===== src/hdl/dim_cfg.svh =====
/*
 * Constants of the digital input mapping block: register indices,
 * reset values, field widths and timing counts.
 * Assumes a 10 MHz system clock.
 */
`ifndef DIM_CFG_SVH
`define DIM_CFG_SVH

// widths
`define DIM_NUM_IN 10
`define DIM_ADDR_W 8
`define DIM_DATA_W 16
`define DIM_FUNC_W 7
`define DIM_FILT_W 15
`define DIM_NUM_FUNC 100

// register indices
`define DIM_REG_FUNC_BASE 8'h01
`define DIM_REG_VALID 8'h0D
`define DIM_REG_FORCE 8'h0E
`define DIM_REG_LEVEL 8'h0F
`define DIM_REG_FAST_FILT 8'h10
`define DIM_REG_SLOW_FILT 8'h11
`define DIM_REG_POL 8'h15

// reset values and limits
`define DIM_FUNC_MAX 7'h63
`define DIM_FUNC_RST 7'h00
`define DIM_FUNC2_RST 7'h2A
`define DIM_FORCE_RST 10'h000
`define DIM_POL_RST 10'h000
`define DIM_FAST_FILT_RST 15'h000A
`define DIM_SLOW_FILT_RST 15'h03E8
`define DIM_FILT_MIN 15'h0001

// timing
`define DIM_CLK_HZ 10000000
`define DIM_US_PER_S 1000000
`define DIM_CYC_PER_US (`DIM_CLK_HZ / `DIM_US_PER_S)
`define DIM_TICK_W 4
// terminals nine and ten are the fast ones
`define DIM_FAST_LO 8

`endif


===== src/hdl/dim_pkg.sv =====
/*
 * Types of the digital input mapping block.
 * Assumes dim_cfg.svh is on the include path.
 */
`include "dim_cfg.svh"

package dim_pkg;

    typedef logic [`DIM_NUM_IN-1:0] dim_bits_t;
    typedef logic [`DIM_FUNC_W-1:0] dim_func_t;
    typedef logic [`DIM_FILT_W-1:0] dim_filt_t;

    typedef struct packed {
        dim_bits_t sync1;
        dim_bits_t sync2;
        dim_bits_t stable;
        dim_filt_t [`DIM_NUM_IN-1:0] cnt;
        logic [`DIM_TICK_W-1:0] tick_cnt;
        logic tick;
        dim_func_t [`DIM_NUM_IN-1:0] func;
        dim_bits_t force_w;
        dim_bits_t pol;
        dim_filt_t fast_filt;
        dim_filt_t slow_filt;
        logic [`DIM_DATA_W-1:0] rdata;
        dim_bits_t valid;
        logic [`DIM_NUM_FUNC-1:0] fvec;
    } dim_state_s;

endpackage : dim_pkg


===== src/hdl/dim_top.sv =====
/*
 * Digital input mapping: ten filtered, polarity-corrected input
 * terminals, a forced-input word and per-terminal function routing.
 * Assumes a plain register port on the 10 MHz clock; terminal pins
 * are asynchronous and are synchronised here.
 */
`timescale 1ns/10ps
`default_nettype none
`include "dim_cfg.svh"

module dim_top
(
    // clock and reset
    input wire logic i_clk,
    input wire logic i_rst_n,
    // register port
    input wire logic [`DIM_ADDR_W-1:0] i_addr,
    input wire logic [`DIM_DATA_W-1:0] i_wdata,
    input wire logic i_wr,
    input wire logic i_rd,
    output logic [`DIM_DATA_W-1:0] o_rdata,
    // terminals
    input wire logic [`DIM_NUM_IN-1:0] i_input_terminal,
    // results
    output logic [`DIM_NUM_IN-1:0] o_valid,
    output logic [`DIM_NUM_FUNC-1:0] o_func_active
);

    ////////////////////////////////////////////////////////////////////////

    dim_pkg::dim_state_s q;
    dim_pkg::dim_state_s d;

    // filter threshold of one terminal
    function automatic dim_pkg::dim_filt_t thr_of(input int idx,
                                                 input dim_pkg::dim_state_s s);
        if (idx >= `DIM_FAST_LO)
        begin
            return s.fast_filt;
        end
        return s.slow_filt;
    endfunction : thr_of

    // zero filter time is not stored; it floors at one
    function automatic dim_pkg::dim_filt_t filt_of(input logic [`DIM_DATA_W-1:0] w);
        if (w[`DIM_FILT_W-1:0] == 15'h0000)
        begin
            return `DIM_FILT_MIN;
        end
        return w[`DIM_FILT_W-1:0];
    endfunction : filt_of

    // function-select index, or -1 for other addresses
    function automatic int func_idx(input logic [`DIM_ADDR_W-1:0] a);
        if (a >= `DIM_REG_FUNC_BASE && a < `DIM_REG_FUNC_BASE + 8'h0A)
        begin
            return int'(a - `DIM_REG_FUNC_BASE);
        end
        return -1;
    endfunction : func_idx

    ////////////////////////////////////////////////////////////////////////

    always_comb
    begin
        int fi;
        int ri;
        fi = 0;
        ri = 0;
        d = q;
        d.sync1 = i_input_terminal;
        d.sync2 = q.sync1;

        // microsecond tick
        d.tick = 1'b0;
        if (q.tick_cnt == 4'(`DIM_CYC_PER_US - 1))
        begin
            d.tick_cnt = 4'h0;
            d.tick = 1'b1;
        end
        else
        begin
            d.tick_cnt = q.tick_cnt + 4'h1;
        end

        // spike filter: level must differ for the whole filter time
        for (int i = 0; i < `DIM_NUM_IN; i++)
        begin
            if (q.sync2[i] == q.stable[i])
            begin
                d.cnt[i] = 15'h0000;
            end
            else if (q.tick)
            begin
                if (16'(q.cnt[i]) + 16'h0001 >= 16'(thr_of(i, q)))
                begin
                    d.stable[i] = q.sync2[i];
                    d.cnt[i] = 15'h0000;
                end
                else
                begin
                    d.cnt[i] = q.cnt[i] + 15'h0001;
                end
            end
        end

        // valid state
        d.valid = ~(q.stable ^ q.pol) | q.force_w;

        // routing to function codes
        d.fvec = '0;
        for (int i = 0; i < `DIM_NUM_IN; i++)
        begin
            if (q.valid[i])
            begin
                d.fvec[q.func[i]] = 1'b1;
            end
        end

        // register writes
        fi = func_idx(i_addr);
        if (i_wr)
        begin
            if (fi >= 0)
            begin
                if (i_wdata > 16'(`DIM_FUNC_MAX))
                begin
                    d.func[fi] = `DIM_FUNC_MAX;
                end
                else
                begin
                    d.func[fi] = i_wdata[`DIM_FUNC_W-1:0];
                end
            end
            unique case (i_addr)
                `DIM_REG_FORCE: d.force_w = i_wdata[`DIM_NUM_IN-1:0];
                `DIM_REG_FAST_FILT: d.fast_filt = filt_of(i_wdata);
                `DIM_REG_SLOW_FILT: d.slow_filt = filt_of(i_wdata);
                `DIM_REG_POL: d.pol = i_wdata[`DIM_NUM_IN-1:0];
                default: d.pol = q.pol;
            endcase
        end

        // register reads, one cycle later; unmapped reads zero
        d.rdata = '0;
        ri = func_idx(i_addr);
        if (i_rd)
        begin
            if (ri >= 0)
            begin
                d.rdata = 16'(q.func[ri]);
            end
            unique case (i_addr)
                `DIM_REG_VALID: d.rdata = 16'(q.valid);
                `DIM_REG_FORCE: d.rdata = 16'(q.force_w);
                `DIM_REG_LEVEL: d.rdata = 16'(q.stable);
                `DIM_REG_FAST_FILT: d.rdata = 16'(q.fast_filt);
                `DIM_REG_SLOW_FILT: d.rdata = 16'(q.slow_filt);
                `DIM_REG_POL: d.rdata = 16'(q.pol);
                default: d.rdata = d.rdata;
            endcase
        end
    end

    always_ff @(posedge i_clk)
    begin
        if (!i_rst_n)
        begin
            q <= '0;
            q.func[1] <= `DIM_FUNC2_RST;
            q.force_w <= `DIM_FORCE_RST;
            q.pol <= `DIM_POL_RST;
            q.fast_filt <= `DIM_FAST_FILT_RST;
            q.slow_filt <= `DIM_SLOW_FILT_RST;
            // low level with active-low default reads as on; filter settles
            q.stable <= '0;
        end
        else
        begin
            q <= d;
        end
    end

    assign o_rdata = q.rdata;
    assign o_valid = q.valid;
    assign o_func_active = q.fvec;

    ////////////////////////////////////////////////////////////////////////

    logic wr_func_big;
    assign wr_func_big = i_wr && (func_idx(i_addr) == 0) && (i_wdata > 16'(`DIM_FUNC_MAX));

    ////////////////////////////////////////////////////////////////////////

    localparam int TICK_CYC = `DIM_CYC_PER_US;

    logic wr_func_ok;
    assign wr_func_ok = i_wr && (func_idx(i_addr) == 0) && (i_wdata <= 16'(`DIM_FUNC_MAX));

    for (genvar g = 0; g < `DIM_NUM_IN; g = g + 1)
    begin : g_term_chk

    end

    for (genvar g = 0; g < `DIM_FAST_LO; g = g + 1)
    begin : g_slow_chk

    end
endmodule : dim_top

`default_nettype wire


===== config.mk =====
export PLATFORM = sky130hd
export DESIGN_NAME = dim_top
export DESIGN_NICKNAME = d
export VERILOG_FILES = /design/src/hdl/dim_pkg.sv /design/src/hdl/dim_top.sv
export VERILOG_INCLUDE_DIRS = /design/src /design/src/hdl
export SDC_FILE = /design/constraint.sdc
export NUM_CORES = 2
export LEC_CHECK = 0
export CAP_MARGIN = 20
export CORE_MARGIN = 2
export CORE_UTILIZATION = 30
export CTS_CLUSTER_SIZE = 25
export DETAILED_ROUTE_END_ITERATION = 7
export DONT_BUFFER_PORTS = 1
export SETUP_SLACK_MARGIN = 0.02
export SLEW_MARGIN = 20
export SYNTH_ARGS = -nofsm -noshare
export SYNTH_HDL_FRONTEND = slang
export SYNTH_SLANG_ARGS = --single-unit
export TNS_END_PERCENT = 5

===== constraint.sdc =====
create_clock -name i_clk -period 9.91 [get_ports i_clk]
set_clock_uncertainty 0.1 [all_clocks]
set_input_delay 1.4865 -clock i_clk [delete_from_list [all_inputs] [get_ports i_clk]]
set_output_delay 1.4865 -clock i_clk [all_outputs]
set_load 0.02 [all_outputs]

==> qor.yml <==
ys_seq_area_share_pct: 30.0
fillers: 10100
maxCapViolations: 0
crit_type: "flop to flop"
rows: 113
cts_resized: 0
outcome: "complete, but fails checks"
grt_pass1_vias: 28200
vdd_drop_max_uv: 123
synth_warnings: 0
layout_setup_ws_ps: 5620
violations: "design-rule violations"
post-place-ws_ps: 5240
hold_violations: 0
dieHeight_um: 313
grt_overflow_total: 0
power_density_mw_per_mm2: 125
cts.htree.levels: 2
cts_buffer_depth: 3
vias: 30300
cts-root-buf: "clkbuf_16"
place.gp.congestion: 1.06
rsz0062_at_grt: "no"
floorplan.initialDensity_pct: 30.2
cp_top_family: "simple AND/OR/NAND/NOR gates"
fmax_mhz: 233
endpoint_kind: "flop"
synthDistinctLibCells: 79
io_buffers: 0
wire_per_inst_um: 28.5
drive_gt1_share_pct: 4.17
syn_area_mm2: 0.0287
multi_input_area_mm2: 0.0181
cp-start-kind: "flop"
syn_avg_cell_area_um2: 7.64
cp_cell_sequence: "ha_1 -> nand3_1 -> nor2_1 -> and3_1 -> and3_1 -> xor2_1 -> ha_1 -> or4_1 -> a21oi_1 -> o21a_1 -> o21ai_1 -> nor2_1 -> o21ai_0 -> a31oi_1"
syn_inst: 3754
cp_num_cells: 14
dpl.hpwl_um: 91300
final_area_mm2: 0.0304
tightest_slew_ps: 1400
regArea_mm2: 0.00861
crit_fanout: 15
setup_viol: 0
synthArstFlopShare_pct: 0
worst-path-buf-inv: 0
cts.clk_slew.worst_paths_ps: 60
cts_buffers: 53
hp-class: "flop to flop"
synth_top_area_share_pct: 30.0
ff2ff_path_depth: 14
cts_tree: "yes"
dpl-instance-area_mm2: 0.0286
hold_path_depth: 1
synthTopCellsByArea: "dfxtp_1, o22ai_1, ha_1"
die_area_mm2: 0.0981
grt_pass1_wl_um: 195000
die_w_um: 313
ios: 164
cts.sinks: 430
period_share_pct: 43.3
tns_ps: 0
final_nets: 3687
cellLeakagePower_nw: 10.6
cp_slowest_stage_delay_ps: 840
clock_latency_ps: 650
arrival_ps: 4750
vias_per_cell: 6.34
min_period_ps: 4290
synth-main-ff-cell: "dfxtp_1"
grt_max_degree: 82
drtAntennaViolNets: 0
coreArea_mm2: 0.0949
synthesis.nets: 3959
slew_headroom_pct: 6.36
grt_antenna_before_repair: 1
drv_slew: 0
firstDrtPassIters: 8
drc: 95
hold_buffers: 0
crit_slowest_cell: "nor2_1"
yosys.area.top_type: "dfxtp_1"
postCtsSetupRepairBufs: 0
synth_seq_cells: 430
grtUsageTotal_pct: 26.6
drt_iter0_markers: 5551
syn_to_final_growth_pct: 6.13
synth_edf_count: 0
required_ps: 10370
routed_wl_um: 137000
-- kinds of logic (layout without fill, tap and decap cells) --
logic type | after synthesis | after routing | share of synthesized area, %
AND/OR/NAND/NOR | 1395 | 1395 | 22.9
buffers and inverters | 413 | 181 | 7.12
multiplexers | 101 | 101 | 3.53
XOR/XNOR | 143 | 143 | 4.37
AO/OA/AOI/OAI | 1104 | 1104 | 24.8
flip-flops | 430 | 430 | 30.0
adder cells (fa/ha/maj) | 167 | 167 | 7.28
other | 1 | 2 | 0.0131
-- cells in the mapped netlist, drive strengths merged, types with 12 or more instances --
library cell and n:
o22ai 472, dfxtp 430, nor2 389, nand2 387
a21oi 247, clkbuf 201, nand3 193, ha 167
buf 149, mux2i 99, nor3 98, xnor2 91
nor2b 85, o21ai 80, inv 63, xor2 52
a31oi 50, and2 46, nand4 46, a22o 41
and3 36, a2111oi 31, a211oi 28, nand2b 22
a21o 18, a32o 18, and4 18, o211ai 18
or3 15, o221ai 12
-- through the flow --
stage | instances | power, mW | hold WS (ps) | util [%]
after floorplan | 3754 | 1.86 | 312 | -
after global placement | 4687 | 1.89 | 318 | 30.1
after detailed placement | 4687 | 1.89 | 318 | 30.2
after CTS | 4782 | 3.83 | 329 | 32.0
after global routing | 4787 | 3.90 | 347 | 32.1
final | 4788 | 3.79 | 328 | 32.1
-- power by group --
part,internal (mW),switching (mW),total [mW]
Combinational,0.0253,0.0793,0.105
Sequential,1.74,0.0171,1.75
Clock,1.11,0.820,1.93
Total,2.88,0.917,3.79
-- final cells by class --
type	instances	area share, %
well taps	1265	5.20
clock buffers	73	4.93
flip-flops and latches	430	28.3
multi-input cells	2911	59.4
diodes	1	0.00822
repair buffers	23	0.654
clock inverters	22	0.744
inverters	63	0.793
-- state kept, by name, indices dropped and copies added (netlist names) --
name and cells:
q 295, o_func_active 100, o_rdata 15, d 10, o_valid 10
-- layer usage --
layer / share of wire, % / vias up / GRT usage [%]
met4: 7.0 / 4 / 15.9
met1: 38 / 14200 / 31.9
met3: 13 / 618 / 11.3
met2: 42 / 2230 / 39.3
met5: 0.059 / - / 0.629
li1: - / 13300 / -
-- placed cells by master (no fill, tap or decap), drive strengths merged, types with 50 or more instances in the layout --
cell type  instances
nor2b             85
nor2             389
dfxtp            430
nand2            387
nand3            193
a31oi             50
o22ai            472
xnor2             91
xor2              52
ha               167
inv               65
a21oi            247
clkbuf            73
nor3              98
mux2i             99
o21ai             80
-- final timing paths --
check                      startpoint                  end  slack [ps]
setup / recovery  q[386]$_SDFFE_PP0P_  q[392]$_SDFFE_PP0P_        5620
hold reg to reg     d[420]$_SDFF_PN0_    q[420]$_SDFF_PN0_         330
hold / removal      d[420]$_SDFF_PN0_    q[420]$_SDFF_PN0_         330
setup reg to reg  q[386]$_SDFFE_PP0P_  q[392]$_SDFFE_PP0P_        5620
Note: power is estimated with default switching activity, not from simulation.
